File: src/rtl/csp_csv_consts.svh
// Constants for the cyclic synchronous position / velocity block.
// Assumes a 40 MHz core clock and a plain register port.
`ifndef CSP_CSV_CONSTS_SVH
`define CSP_CSV_CONSTS_SVH
// Register offsets
`define REG_MODE        8'h00
`define REG_CONTROL     8'h04
`define REG_STATUS      8'h08
`define REG_TARGET_POS  8'h0c
`define REG_TARGET_VEL  8'h10
`define REG_RANGE_MIN   8'h14
`define REG_RANGE_MAX   8'h18
`define REG_SWLIM_MIN   8'h1c
`define REG_SWLIM_MAX   8'h20
`define REG_FE_WINDOW   8'h24
`define REG_FE_TIMEOUT  8'h28
`define REG_QS_DECEL    8'h2c
`define REG_QS_OPTION   8'h30
`define REG_IP_PERIOD   8'h34
`define REG_IP_INDEX    8'h38
`define REG_ACT_POS     8'h3c
`define REG_ACT_VEL     8'h40
`define REG_FE_ACTUAL   8'h44
`define REG_DEMAND_POS  8'h48
`define REG_DEMAND_VEL  8'h4c
`define REG_SETTINGS    8'h50
// Mode codes
`define MODE_CSP        8'h08
`define MODE_CSV        8'h09
// Status bit positions
`define ST_SYNC         8
`define ST_LIMIT        11
`define ST_FOLLOW       12
`define ST_FERR         13
`define ST_QSACT        5
// Control bit position of quick-stop request (active low in the controlword)
`define CW_QSTOP_N      2
// Time base
`define IP_INDEX_MS     8'hfd
`define CLK_HZ          40000000
`define MS_PER_S        1000
`define CYCLES_PER_MS   (`CLK_HZ / `MS_PER_S)
// Sync loss margin in cycle periods
`define SYNC_MISS_LIMIT 4'h2
// Reset values
`define RST_IP_PERIOD   16'h0001
`define RST_FE_WINDOW   32'h00000100
`define RST_FE_TIMEOUT  16'h0064
`define RST_QS_OPTION   8'h02
`define RST_QS_DECEL    32'h00000400
`endif

File: src/rtl/csp_csv_pkg.sv
// Types for the cyclic synchronous position / velocity block.
// Assumes the constants header is included alongside.
`default_nettype none
package csp_csv_pkg;
  typedef enum logic [1:0] {
    MODE_IDLE_type_unused = 2'b00,
    MODE_POS              = 2'b01,
    MODE_VEL              = 2'b10
  } op_mode_type;

  typedef enum logic [1:0] {
    QS_RUN   = 2'b00,
    QS_BRAKE = 2'b01,
    QS_HOLD  = 2'b10
  } qs_state_type;

  typedef struct packed {
    logic [7:0]  addr;
    logic [31:0] wdata;
    logic        wr;
    logic        rd;
  } bus_req_type;

  typedef struct packed {
    logic signed [31:0] pos;
    logic signed [31:0] vel;
  } drive_type;
endpackage
`default_nettype wire
File: src/rtl/csp_csv_core.sv
// Cyclic synchronous position and velocity control core.
// Assumes one 40 MHz clock; sync and limit switch pins are asynchronous.
//
// The address-and-strobe port and the placing of the registers were decided locally.
`timescale 1ns/1ps
`include "csp_csv_consts.svh"
`default_nettype none
module csp_csv_core #(
  // Core clock cycles in one millisecond of the cycle time base
  parameter int unsigned MS_CYCLES = `CYCLES_PER_MS
) (
  input  wire logic                      core_clk,
  input  wire logic                      rstn,
  input  wire csp_csv_pkg::bus_req_type  busReq,
  output logic [31:0]                    busRdata,
  input  wire logic                      syncPulse,
  input  wire logic                      limitPosPin,
  input  wire logic                      limitNegPin,
  input  wire csp_csv_pkg::drive_type    actual,
  output csp_csv_pkg::drive_type         demand,
  output logic                           demandValid,
  output logic                           quickStopActive
);

  ////////////////////////////////////////////////////////////////////////////
  // Configuration registers
  logic [7:0]         modeObj;
  logic [15:0]        controlWord;
  logic signed [31:0] targetPos;
  logic signed [31:0] targetVel;
  logic signed [31:0] rangeMin;
  logic signed [31:0] rangeMax;
  logic signed [31:0] swLimMin;
  logic signed [31:0] swLimMax;
  logic [31:0]        feWindow;
  logic [15:0]        feTimeout;
  logic [31:0]        qsDecel;
  logic [7:0]         qsOption;
  logic [15:0]        ipPeriod;
  logic [7:0]         ipIndex;
  logic               posWritten;
  logic               velWritten;

  // Write strobe decode for the fresh-target flags
  wire wrTPos   = busReq.wr && busReq.addr == `REG_TARGET_POS;
  wire wrTVel   = busReq.wr && busReq.addr == `REG_TARGET_VEL;

  // Software register writes
  always_ff @(posedge core_clk or negedge rstn) begin
    if (!rstn) begin
      modeObj     <= 8'h00;
      controlWord <= 16'h0004;
      targetPos   <= 32'h00000000;
      targetVel   <= 32'h00000000;
      rangeMin    <= 32'h00000000;
      rangeMax    <= 32'h00000000;
      swLimMin    <= 32'h80000000;
      swLimMax    <= 32'h7fffffff;
      feWindow    <= `RST_FE_WINDOW;
      feTimeout   <= `RST_FE_TIMEOUT;
      qsDecel     <= `RST_QS_DECEL;
      qsOption    <= `RST_QS_OPTION;
      ipPeriod    <= `RST_IP_PERIOD;
      ipIndex     <= `IP_INDEX_MS;
    end else if (busReq.wr) begin
      unique case (busReq.addr)
        `REG_MODE:       modeObj     <= busReq.wdata[7:0];
        `REG_CONTROL:    controlWord <= busReq.wdata[15:0];
        `REG_TARGET_POS: targetPos   <= busReq.wdata;
        `REG_TARGET_VEL: targetVel   <= busReq.wdata;
        `REG_RANGE_MIN:  rangeMin    <= busReq.wdata;
        `REG_RANGE_MAX:  rangeMax    <= busReq.wdata;
        `REG_SWLIM_MIN:  swLimMin    <= busReq.wdata;
        `REG_SWLIM_MAX:  swLimMax    <= busReq.wdata;
        `REG_FE_WINDOW:  feWindow    <= busReq.wdata;
        `REG_FE_TIMEOUT: feTimeout   <= busReq.wdata[15:0];
        `REG_QS_DECEL:   qsDecel     <= busReq.wdata;
        `REG_QS_OPTION:  qsOption    <= busReq.wdata[7:0];
        `REG_IP_PERIOD:  ipPeriod    <= busReq.wdata[15:0];
        `REG_IP_INDEX: begin
          if (busReq.wdata[7:0] == `IP_INDEX_MS) begin
            ipIndex <= busReq.wdata[7:0];
          end
        end
        default: ;
      endcase
    end
  end

  ////////////////////////////////////////////////////////////////////////////
  // Mode decode; controlword bits other than quick-stop are unused here
  wire posMode = modeObj == `MODE_CSP;
  wire velMode = modeObj == `MODE_CSV;
  // Quick-stop is the power state machine's, not a mode bit
  wire qsReq   = !controlWord[`CW_QSTOP_N];

  ////////////////////////////////////////////////////////////////////////////
  // Pin synchronisers
  logic [1:0] syncSr;
  logic [1:0] limPSr;
  logic [1:0] limNSr;
  logic       syncPrev;
  always_ff @(posedge core_clk or negedge rstn) begin
    if (!rstn) begin
      syncSr   <= 2'b00;
      limPSr   <= 2'b00;
      limNSr   <= 2'b00;
      syncPrev <= 1'b0;
    end else begin
      syncSr   <= {syncSr[0], syncPulse};
      limPSr   <= {limPSr[0], limitPosPin};
      limNSr   <= {limNSr[0], limitNegPin};
      syncPrev <= syncSr[1];
    end
  end
  // Rising edge of the synchronised sync pin starts a fieldbus cycle
  wire syncEdge = syncSr[1] && !syncPrev;
  wire limPos   = limPSr[1];
  wire limNeg   = limNSr[1];

  ////////////////////////////////////////////////////////////////////////////
  // Millisecond tick from the core clock
  localparam int unsigned MsCount = MS_CYCLES;
  logic [15:0] msDiv;
  wire msTick = msDiv == 16'(MsCount - 1);
  always_ff @(posedge core_clk or negedge rstn) begin
    if (!rstn) begin
      msDiv <= 16'h0000;
    end else if (msTick) begin
      msDiv <= 16'h0000;
    end else begin
      msDiv <= msDiv + 16'h0001;
    end
  end

  ////////////////////////////////////////////////////////////////////////////
  // Cycle timer: period in ms at index -3, compared with sync arrivals
  logic [15:0] cycMs;
  logic [3:0]  missCnt;
  logic        inSync;
  wire cycEnd = msTick && (cycMs >= ipPeriod - 16'h0001);
  always_ff @(posedge core_clk or negedge rstn) begin
    if (!rstn) begin
      cycMs   <= 16'h0000;
      missCnt <= 4'h0;
      inSync  <= 1'b0;
    end else begin
      if (syncEdge) begin
        cycMs <= 16'h0000;
      end else if (cycEnd) begin
        cycMs <= 16'h0000;
      end else if (msTick) begin
        cycMs <= cycMs + 16'h0001;
      end
      if (syncEdge) begin
        missCnt <= 4'h0;
        inSync  <= 1'b1;
      end else if (cycEnd) begin
        if (missCnt >= `SYNC_MISS_LIMIT) begin
          inSync <= 1'b0;
        end else begin
          missCnt <= missCnt + 4'h1;
        end
      end
    end
  end

  ////////////////////////////////////////////////////////////////////////////
  // Fresh-target flags; a write in the same cycle as the consume wins
  always_ff @(posedge core_clk or negedge rstn) begin
    if (!rstn) begin
      posWritten <= 1'b0;
      velWritten <= 1'b0;
    end else begin
      posWritten <= wrTPos || (posWritten && !syncEdge);
      velWritten <= wrTVel || (velWritten && !syncEdge);
    end
  end

  ////////////////////////////////////////////////////////////////////////////
  // Position limiting: range wrap, then software clamp
  function automatic logic signed [31:0] wrapRange(
    input logic signed [31:0] v,
    input logic signed [31:0] lo,
    input logic signed [31:0] hi
  );
    logic signed [31:0] span;
    span = hi - lo + 32'sd1;
    if (lo >= hi) begin
      wrapRange = v;
    end else if (v > hi) begin
      wrapRange = v - span;
    end else if (v < lo) begin
      wrapRange = v + span;
    end else begin
      wrapRange = v;
    end
  endfunction

  wire signed [31:0] wrappedPos = wrapRange(targetPos, rangeMin, rangeMax);
  wire               overMax    = wrappedPos > swLimMax;
  wire               underMin   = wrappedPos < swLimMin;
  wire signed [31:0] clampedPos = overMax ? swLimMax :
                                  underMin ? swLimMin : wrappedPos;
  wire               limitHit   = overMax || underMin;
  // Switch blocks motion toward the tripped end
  wire               velBlocked = (limPos && targetVel > 0) ||
                                  (limNeg && targetVel < 0);
  wire               posBlocked = (limPos && clampedPos > demand.pos) ||
                                  (limNeg && clampedPos < demand.pos);

  ////////////////////////////////////////////////////////////////////////////
  // Quick-stop sequencer
  csp_csv_pkg::qs_state_type qsState;
  csp_csv_pkg::qs_state_type next_qsState;
  wire velZero = demand.vel == 32'sd0;
  always_comb begin
    next_qsState = qsState;
    unique case (qsState)
      csp_csv_pkg::QS_RUN: begin
        if (qsReq) begin
          next_qsState = csp_csv_pkg::QS_BRAKE;
        end
      end
      csp_csv_pkg::QS_BRAKE: begin
        if (velZero) begin
          next_qsState = csp_csv_pkg::QS_HOLD;
        end
      end
      csp_csv_pkg::QS_HOLD: begin
        // Options 5..7 stay in quick-stop; others leave once released
        if (!qsReq && qsOption < 8'h05) begin
          next_qsState = csp_csv_pkg::QS_RUN;
        end else if (!qsReq && qsOption > 8'h07) begin
          next_qsState = csp_csv_pkg::QS_RUN;
        end
      end
      default: next_qsState = csp_csv_pkg::QS_RUN;
    endcase
  end
  always_ff @(posedge core_clk or negedge rstn) begin
    if (!rstn) begin
      qsState <= csp_csv_pkg::QS_RUN;
    end else begin
      qsState <= next_qsState;
    end
  end
  wire qsOn = qsState != csp_csv_pkg::QS_RUN;

  // One deceleration step toward zero per millisecond
  function automatic logic signed [31:0] stepToZero(
    input logic signed [31:0] v,
    input logic        [31:0] d
  );
    if (v > $signed(d)) begin
      stepToZero = v - $signed(d);
    end else if (v < -$signed(d)) begin
      stepToZero = v + $signed(d);
    end else begin
      stepToZero = 32'sd0;
    end
  endfunction

  ////////////////////////////////////////////////////////////////////////////
  // Demand generation: presets are taken directly at each sync
  logic followPos;
  logic followVel;
  wire  takePos = posMode && inSync && !qsOn && !posBlocked;
  wire  takeVel = velMode && inSync && !qsOn && !velBlocked;
  always_ff @(posedge core_clk or negedge rstn) begin
    if (!rstn) begin
      demand      <= '0;
      demandValid <= 1'b0;
      followPos   <= 1'b0;
      followVel   <= 1'b0;
    end else begin
      followPos   <= takePos;
      followVel   <= takeVel;
      demandValid <= takePos || takeVel;
      if (qsOn && msTick) begin
        demand.vel <= stepToZero(demand.vel, qsDecel);
        demand.pos <= actual.pos;
      end else if (syncEdge && takePos && posWritten) begin
        demand.pos <= clampedPos;
        demand.vel <= 32'sd0;
      end else if (syncEdge && takeVel && velWritten) begin
        demand.vel <= targetVel;
        demand.pos <= actual.pos;
      end else if (syncEdge && (velMode && velBlocked)) begin
        demand.vel <= 32'sd0;
      end
      // No fresh preset: the held demand stays unchanged, except a blocked speed is cleared at sync
    end
  end
  assign quickStopActive = qsOn;

  ////////////////////////////////////////////////////////////////////////////
  // Following-error supervision in milliseconds
  logic [31:0] feActual;
  logic [15:0] feMs;
  logic        feFlag;
  wire signed [31:0] feDiff = demand.pos - actual.pos;
  wire [31:0]        feAbs  = feDiff[31] ? 32'(-feDiff) : 32'(feDiff);
  wire               feOut  = posMode && (feAbs > feWindow);
  always_ff @(posedge core_clk or negedge rstn) begin
    if (!rstn) begin
      feActual <= 32'h00000000;
      feMs     <= 16'h0000;
      feFlag   <= 1'b0;
    end else begin
      feActual <= feDiff;
      if (!feOut) begin
        feMs   <= 16'h0000;
        feFlag <= 1'b0;
      end else if (msTick) begin
        if (feMs > feTimeout) begin
          feFlag <= 1'b1;
        end else begin
          feMs <= feMs + 16'h0001;
        end
      end
    end
  end

  ////////////////////////////////////////////////////////////////////////////
  // Status word assembly
  wire [15:0] statusWord = (16'h0001 << `ST_SYNC) * 16'(inSync)
                         | (16'h0001 << `ST_LIMIT) * 16'(limitHit && posMode)
                         | (16'h0001 << `ST_FOLLOW) * 16'(followPos || followVel)
                         | (16'h0001 << `ST_FERR) * 16'(feFlag)
                         | (16'h0001 << `ST_QSACT) * 16'(qsOn);
  wire [31:0] settings = {12'h000, ipIndex, velWritten, posWritten, limNeg, limPos,
                          8'h00};

  // Read mux, registered one cycle after the strobe
  logic [31:0] rdMux;
  always_comb begin
    unique case (busReq.addr)
      `REG_MODE:       rdMux = {24'h000000, modeObj};
      `REG_CONTROL:    rdMux = {16'h0000, controlWord};
      `REG_STATUS:     rdMux = {16'h0000, statusWord};
      `REG_TARGET_POS: rdMux = targetPos;
      `REG_TARGET_VEL: rdMux = targetVel;
      `REG_RANGE_MIN:  rdMux = rangeMin;
      `REG_RANGE_MAX:  rdMux = rangeMax;
      `REG_SWLIM_MIN:  rdMux = swLimMin;
      `REG_SWLIM_MAX:  rdMux = swLimMax;
      `REG_FE_WINDOW:  rdMux = feWindow;
      `REG_FE_TIMEOUT: rdMux = {16'h0000, feTimeout};
      `REG_QS_DECEL:   rdMux = qsDecel;
      `REG_QS_OPTION:  rdMux = {24'h000000, qsOption};
      `REG_IP_PERIOD:  rdMux = {16'h0000, ipPeriod};
      `REG_IP_INDEX:   rdMux = {24'h000000, ipIndex};
      `REG_ACT_POS:    rdMux = actual.pos;
      `REG_ACT_VEL:    rdMux = actual.vel;
      `REG_FE_ACTUAL:  rdMux = feActual;
      `REG_DEMAND_POS: rdMux = demand.pos;
      `REG_DEMAND_VEL: rdMux = demand.vel;
      `REG_SETTINGS:   rdMux = settings;
      default:         rdMux = 32'h00000000;
    endcase
  end
  always_ff @(posedge core_clk or negedge rstn) begin
    if (!rstn) begin
      busRdata <= 32'h00000000;
    end else if (busReq.rd) begin
      busRdata <= rdMux;
    end else begin
      busRdata <= 32'h00000000;
    end
  end


endmodule
`default_nettype wire

File: config.mk
export PLATFORM = sky130hd
export DESIGN_NAME = csp_csv_core
export DESIGN_NICKNAME = d
export VERILOG_FILES = /design/src/rtl/csp_csv_pkg.sv /design/src/rtl/csp_csv_core.sv
export VERILOG_INCLUDE_DIRS = /design/src /design/src/rtl
export SDC_FILE = /design/constraint.sdc
export NUM_CORES = 2
export LEC_CHECK = 0
export BUFFER_PORTS_ARGS = -buffer_cell sky130_fd_sc_hd__buf_2
export CAP_MARGIN = 40
export CORE_UTILIZATION = 53
export CTS_BUF_LIST = sky130_fd_sc_hd__clkbuf_2 sky130_fd_sc_hd__clkbuf_4 sky130_fd_sc_hd__clkbuf_8
export DETAILED_ROUTE_END_ITERATION = 8
export MAX_ROUTING_LAYER = met4
export PLACE_DENSITY = 0.81
export SETUP_SLACK_MARGIN = 0.3
export SLEW_MARGIN = 20
export SYNTH_ARGS = -nofsm -noshare
export SYNTH_HDL_FRONTEND = slang
export SYNTH_SLANG_ARGS = --single-unit
File: constraint.sdc
create_clock -name core_clk -period 14.85 [get_ports core_clk]
set_clock_uncertainty 0.1 [all_clocks]
set_input_delay 2.97 -clock core_clk [delete_from_list [all_inputs] [get_ports core_clk]]
set_output_delay 2.97 -clock core_clk [all_outputs]
set_load 0.02 [all_outputs]
; ---- Word-level counts from Yosys, hierarchy flattened
; Cells that the tools add are included.
[classes]
magnitude_cmp = 17
n_reduce_logical = 67
n_bitwise = 4
n_eq_ne = 33
addsub = 14
muxes = 36
[ops]
columns = operator, count
row1 = $pmux 32 s21, 1
row2 = $mux 32, 12
row3 = $gt 32x32->1, 5
row4 = $lt 32x32->1, 4
row5 = $mux 64, 2
row6 = $sub 32x32->32, 4
row7 = $mux 16, 7
row8 = $add 32x32->32, 2
row9 = $eq 8x6->1 const B, 8
row10 = $neg 32->32, 2
row11 = $add 16x1->16 const B, 3
row12 = $eq 8x7->1 const B, 5
row13 = $reduce_and 2->1, 17
row14 = $add 32x2->32 const B, 1
row15 = $eq 8x4->1 const B, 4
row16 = $eq 8x5->1 const B, 4
row17 = $ge 32x32->1, 1
row18 = $gt 32x1->1 const B, 1
row19 = $logic_not 32->1, 1
row20 = $lt 32x1->1 const B, 1
row21 = $logic_and 1x1->1, 27
row22 = $eq 16x16->1 const B, 1
row23 = $ge 16x16->1, 1
row24 = $gt 16x16->1, 1
row25 = 28 further kinds, 56
[word_totals]
reg_bits = 524
elab_cells = 205
input_bits = 111
out_inout_bits = 98

; ---- Logic depth before layout (Yosys ltp)
[depth]
word_depth = 18
depth_mapped = 57
depth_no_buf = 54

; ---- Worst setup path before layout
; Ideal clock, no wire load.
[synth_path]
path_kind = register -> register
start = register rangeMin[2]
end = register demand[45] (netlist name)
n_path_buf = 3
t_arrival_ns = 10.578
period_less_slack_ns = 10.755
slack_ns = 4.095
path_stages_with_launch = 50
t_required_ns = 14.673
setup_time_ns = 0.077
cell_sequence = dfrtp_1 -> inv_1 -> ha_1 -> ha_1 -> a21o_1 -> a21oi_1 -> o21ai_0 -> a31oi_1 -> nor3_1 -> o31ai_1 -> nand2b_1 -> a221o_1 -> a211o_1 -> nand2_1 -> nand2_1 -> a21o_1 -> xor2_1 -> ha_1 -> [... 14 more ...] -> buf_6 -> buf_4 -> mux2i_1 -> mux2i_1 -> ha_1 -> and3_1 -> nand4_1 -> or3_1 -> or3_1 -> a21oi_1 -> nor4_1 -> mux2_2 -> mux2i_1 -> nand4_1 -> nor2_1 -> buf_2 -> a21oi_1 -> o21ai_1
[synth_via]
elab_chain_len = 18
elab_cells_between_ends = 25
cone_classes = add/sub (4) / order compare (6) / mux (7) / reduce/logical (8)
[synth_rtl]
columns = element, line
row1 = "start, declared", csp_csv_core.sv:31  ; logic signed [31:0] rangeMin;
row2 = "start signal, assigned", csp_csv_core.sv:71  ; `REG_RANGE_MIN: rangeMin <= busReq.wdata;
row3 = $sub 32x32->32, csp_csv_core.sv:188  ; span = hi - lo + 32'sd1;
row4 = $add 32x2->32, csp_csv_core.sv:188
row5 = $add 32x32->32, csp_csv_core.sv:194  ; wrapRange = v + span;
row6 = $mux 32, csp_csv_core.sv:193  ; end else if (v < lo) begin
row7 = $mux 32, csp_csv_core.sv:191  ; end else if (v > hi) begin
row8 = $mux 32 *, csp_csv_core.sv:189  ; if (lo >= hi) begin
row9 = $lt 32x32->1, csp_csv_core.sv:202  ; wire underMin = wrappedPos < swLimMin;
row10 = $mux 32, csp_csv_core.sv:204  ; underMin ? swLimMin : wrappedPos;
row11 = $mux 32 *, csp_csv_core.sv:203  ; wire signed [31:0] clampedPos = overMax ? swLimMax :
row12 = $gt 32x32->1 / $lt 32x32->1 (equally long branches), "csp_csv_core.sv:209, csp_csv_core.sv:210"
row13 = "$logic_and 1x1->1, on equally long branches", "csp_csv_core.sv:209, csp_csv_core.sv:210"
row14 = $logic_or 1x1->1, csp_csv_core.sv:209  ; wire posBlocked = (limPos && clampedPos > demand.pos) ||
row15 = $logic_not 1->1, csp_csv_core.sv:268  ; wire takePos = posMode && inSync && !qsOn && !posBlocked;
row16 = $logic_and 1x1->1, csp_csv_core.sv:268
row17 = $logic_and 1x1->1 (2 in series), csp_csv_core.sv:283  ; end else if (syncEdge && takePos && posWritten) begin
row18 = $mux 64, csp_csv_core.sv:283
row19 = $mux 64, csp_csv_core.sv:280  ; if (qsOn && msTick) begin
row20 = "end, declared", csp_csv_core.sv:20  ; output csp_csv_pkg::drive_type demand,
; Every way passes the cells marked *; elsewhere a longest branch is shown, timed or not.
; A chain may end at the register's enable or synchronous reset.

; ---- Worst setup path after layout
[layout_path]
start = register rangeMin[1]
end = register demand[58] (netlist name)
; Same word-level chain as after synthesis.

==> flow_metrics.py <==
metrics = {
    "outcome": {
        "status": "completed",
    },
    "logic_synthesis": {
        "synthDistinctLibCells": 96,
        "synth_ff_type": "dfrtp_1",
        "netlist_top_cells_count": "ha_1, dfrtp_1, inv_1, mux2_2, a21oi_1",
        "ys_async_sr_fraction_pct": 100,
        "synth_top_area_share_pct": 28.3,
        "yosys-top-cells-area": "dfrtp_1, ha_1, mux2_2, a21oi_1, inv_1",
        "yosys.area.top_type": "dfrtp_1",
        "synth.most_common_cell": "ha_1",
        "synth.net_count": 5222,
        "synthCells": 4587,
        "synth.cell_area_sq_mm": 0.0422,
        "seq_area_frac_synth_pct": 31.2,
        "synth_edf_count": 0,
        "syn_avg_cell_area_sq_um": 9.20,
        "ys_warn_count": 0,
        "synth_seq_cells": 524,
    },
    "global_route": {
        "grt_pass1_wl_um": 274000,
        "antenna_found_initial": 16,
        "grt_use_total_pct": 48.3,
        "grt_remaining_overflow": 0,
        "grt_pass1_vias": 38300,
        "grt_max_degree": 163,
    },
    "drt": {
        "drc": 0,
        "drt_iter0_markers": 6091,
        "totalWireLength_um": 194000,
        "avgRoutedWirePerCell_um": 32.6,
        "ant_nets": 0,
        "dr_total_vias": 41100,
        "drt-pass1-iter-count": 7,
        "viasPerCell": 6.89,
    },
    "clock_tree": {
        "postCtsSetupBuffers": 0,
        "post_cts_resized": 0,
        "clk_latency_ns": 0.80,
        "cts_buffer_depth": 3,
        "cts_tree": "built",
        "hold_buffers": 0,
        "clkSinkCount": 524,
        "clkSlewWorstSetupHoldPaths_ns": 0.06,
        "cts-buffers-inserted": 95,
        "htreeDepth": 3,
        "clockRootBuffer": "clkbuf_8",
    },
    "worst_setup_path": {
        "rr_worst_depth": 46,
        "critPathArrivalTime_ns": 14.58,
        "crit_required_ns": 15.40,
        "path_common_cell": "a21oi_1",
        "path_buf_inv": 2,
        "startpoint_type": "register",
        "crit_cells": 46,
        "crit_family": "compound AO/OA/AOI/OAI gates",
        "critPathMaxStageDelay_ns": 0.73,
        "critPathKind": "register to register",
        "cp_slowest_cell": "nor3_1",
        "crit_path_end_kind": "register",
        "worstPathMaxFanout": 17,
    },
    "placement": {
        "pre_cts_ws_ns": 1.31,
        "dp.cells": 5755,
        "dpl.hpwl_um": 148000,
        "port_buffers": 208,
        "gp_congestion": 1.06,
    },
    "floorplanning": {
        "die-width_um": 284,
        "die_area_sq_mm": 0.0807,
        "start_util_pct": 53.5,
        "die_y_um": 284,
        "core-area_sq_mm": 0.0789,
        "std_cell_rows": 103,
        "io_pins": 209,
    },
    "sta": {
        "slew_violations": 0,
        "final.min_clock_period_ns": 14.03,
        "hold_violations": 0,
        "setup_viol": 0,
        "fin_crit_sh_pct": 94.5,
        "fin_ws_ns": 0.818,
        "rsz0062_at_grt": "no",
        "max_freq_ghz": 0.0713,
        "slew_headroom_pct": 32.1,
        "worstMarginPinSlew_ns": 1.02,
        "finalSetupTns_ns": 0,
    },
    "finish": {
        "fin_cells": 5956,
        "area_delta_synth_final_pct": 11.9,
        "layout-drive-gt1-share_pct": 19.1,
        "fin_nets": 5444,
    },
    "power_and_ir_drop": {
        "powerDensity_mw_per_mm2": 137,
        "power_mw": 6.49,
        "power.leakage_nw": 22.8,
        "ir_worst_vdd_mv": 0.164,
    },
    "hold_path": {
        "whs_path_depth": 0,
        "min_path_type": "register to register",
    },
    "run": {
        "cap_violations": 0,
    },
}
## kinds of logic after synthesis
family,synth area share (%)
AO/OA/AOI/OAI,21.2
XOR/XNOR,4.38
adder cells (fa/ha/maj),15.7
buffers and inverters,5.35
flip-flops,31.2
multiplexers,9.92
AND/OR/NAND/NOR,12.2
## stage by stage
stage / instance area [sq um] / util, % / hold slack, ns
2_1_floorplan: 42200 / - / 0.231
3_3_place_gp: 44600 / 56.5 / 0.233
3_5_place_dp: 44800 / 56.8 / 0.235
4_1_cts: 47100 / 59.7 / 0.248
5_1_grt: 47200 / 59.8 / 0.255
6_report: 47200 / 59.9 / 0.245
## metal layers
layer  vias to the layer above  global-route usage, %  part of all wire (%)
met4                         0                   23.9                   6.3
met5                         -                      -                     0
met1                     20000                   62.7                    39
li1                      17400                      -                     -
met3                       661                   17.4                    14
met2                      2998                   65.9                    40
## path summary, 6_finish.rpt
path,startpoint,to,slack (ns)
setup / recovery,rangeMin[1],demand[58],0.82
hold / removal,syncSr[0],syncSr[1],0.25
setup reg to reg,rangeMin[1],demand[58],0.82
hold reg to reg,syncSr[0],syncSr[1],0.25
max in group asynchronous,rstn,swLimMax[6],10.61
min in group asynchronous,rstn,targetPos[28],2.11
## where the power goes
part / internal [mW] / switching (mW) / leakage [nW] / total, mW
Combinational: 1.25 / 1.99 / 14.7 / 3.24
Sequential: 1.49 / 0.121 / 6.90 / 1.61
Clock: 0.908 / 0.727 / 1.20 / 1.63
## cell usage in the layout (no fill, tap or decap), types with 24 or more instances in the layout
cell type / n
ha_1: 518
dfrtp_1: 477
inv_1: 415
mux2_2: 337
a21oi_1: 317
nor2_1: 274
nand2_1: 244
buf_2: 210
o21ai_0: 171
a22oi_1: 157
xnor2_1: 151
clkbuf_8: 122
a21o_1: 96
nand3_1: 91
nand4_1: 84
a221oi_1: 75
buf_4: 75
nor3_1: 61
xor2_1: 60
nand2b_1: 52
nor4_1: 50
a31oi_1: 49
o21bai_1: 48
o22ai_1: 47
dfstp_2: 47
a22o_1: 46
o21a_1: 43
nor2b_1: 39
clkbuf_4: 32
mux2i_1: 31
a211oi_1: 30
and3_1: 29
a222oi_1: 27
o31ai_1: 25
a221o_1: 25
or3_1: 24
## layout make-up
cell class / count / area (sq um)
Clock inverter: 23 / 359
Antenna cell: 17 / 42.5
Tap cell: 1050 / 1310
Clock buffer: 154 / 1920
Sequential cell: 524 / 13200
Inverter: 415 / 1560
Fill cell: 7000 / 31700
Timing Repair Buffer: 304 / 1940
Multi-Input combinational cell: 3469 / 26900
## sequential cells by signal (all words and copies together) (netlist names), 32 cells and up
register   count
demand        64
busRdata      32
feActual      32
feWindow      32
qsDecel       32
rangeMax      32
rangeMin      32
swLimMax      32
swLimMin      32
targetPos     32
targetVel     32
(Power assumes the default switching activity.)
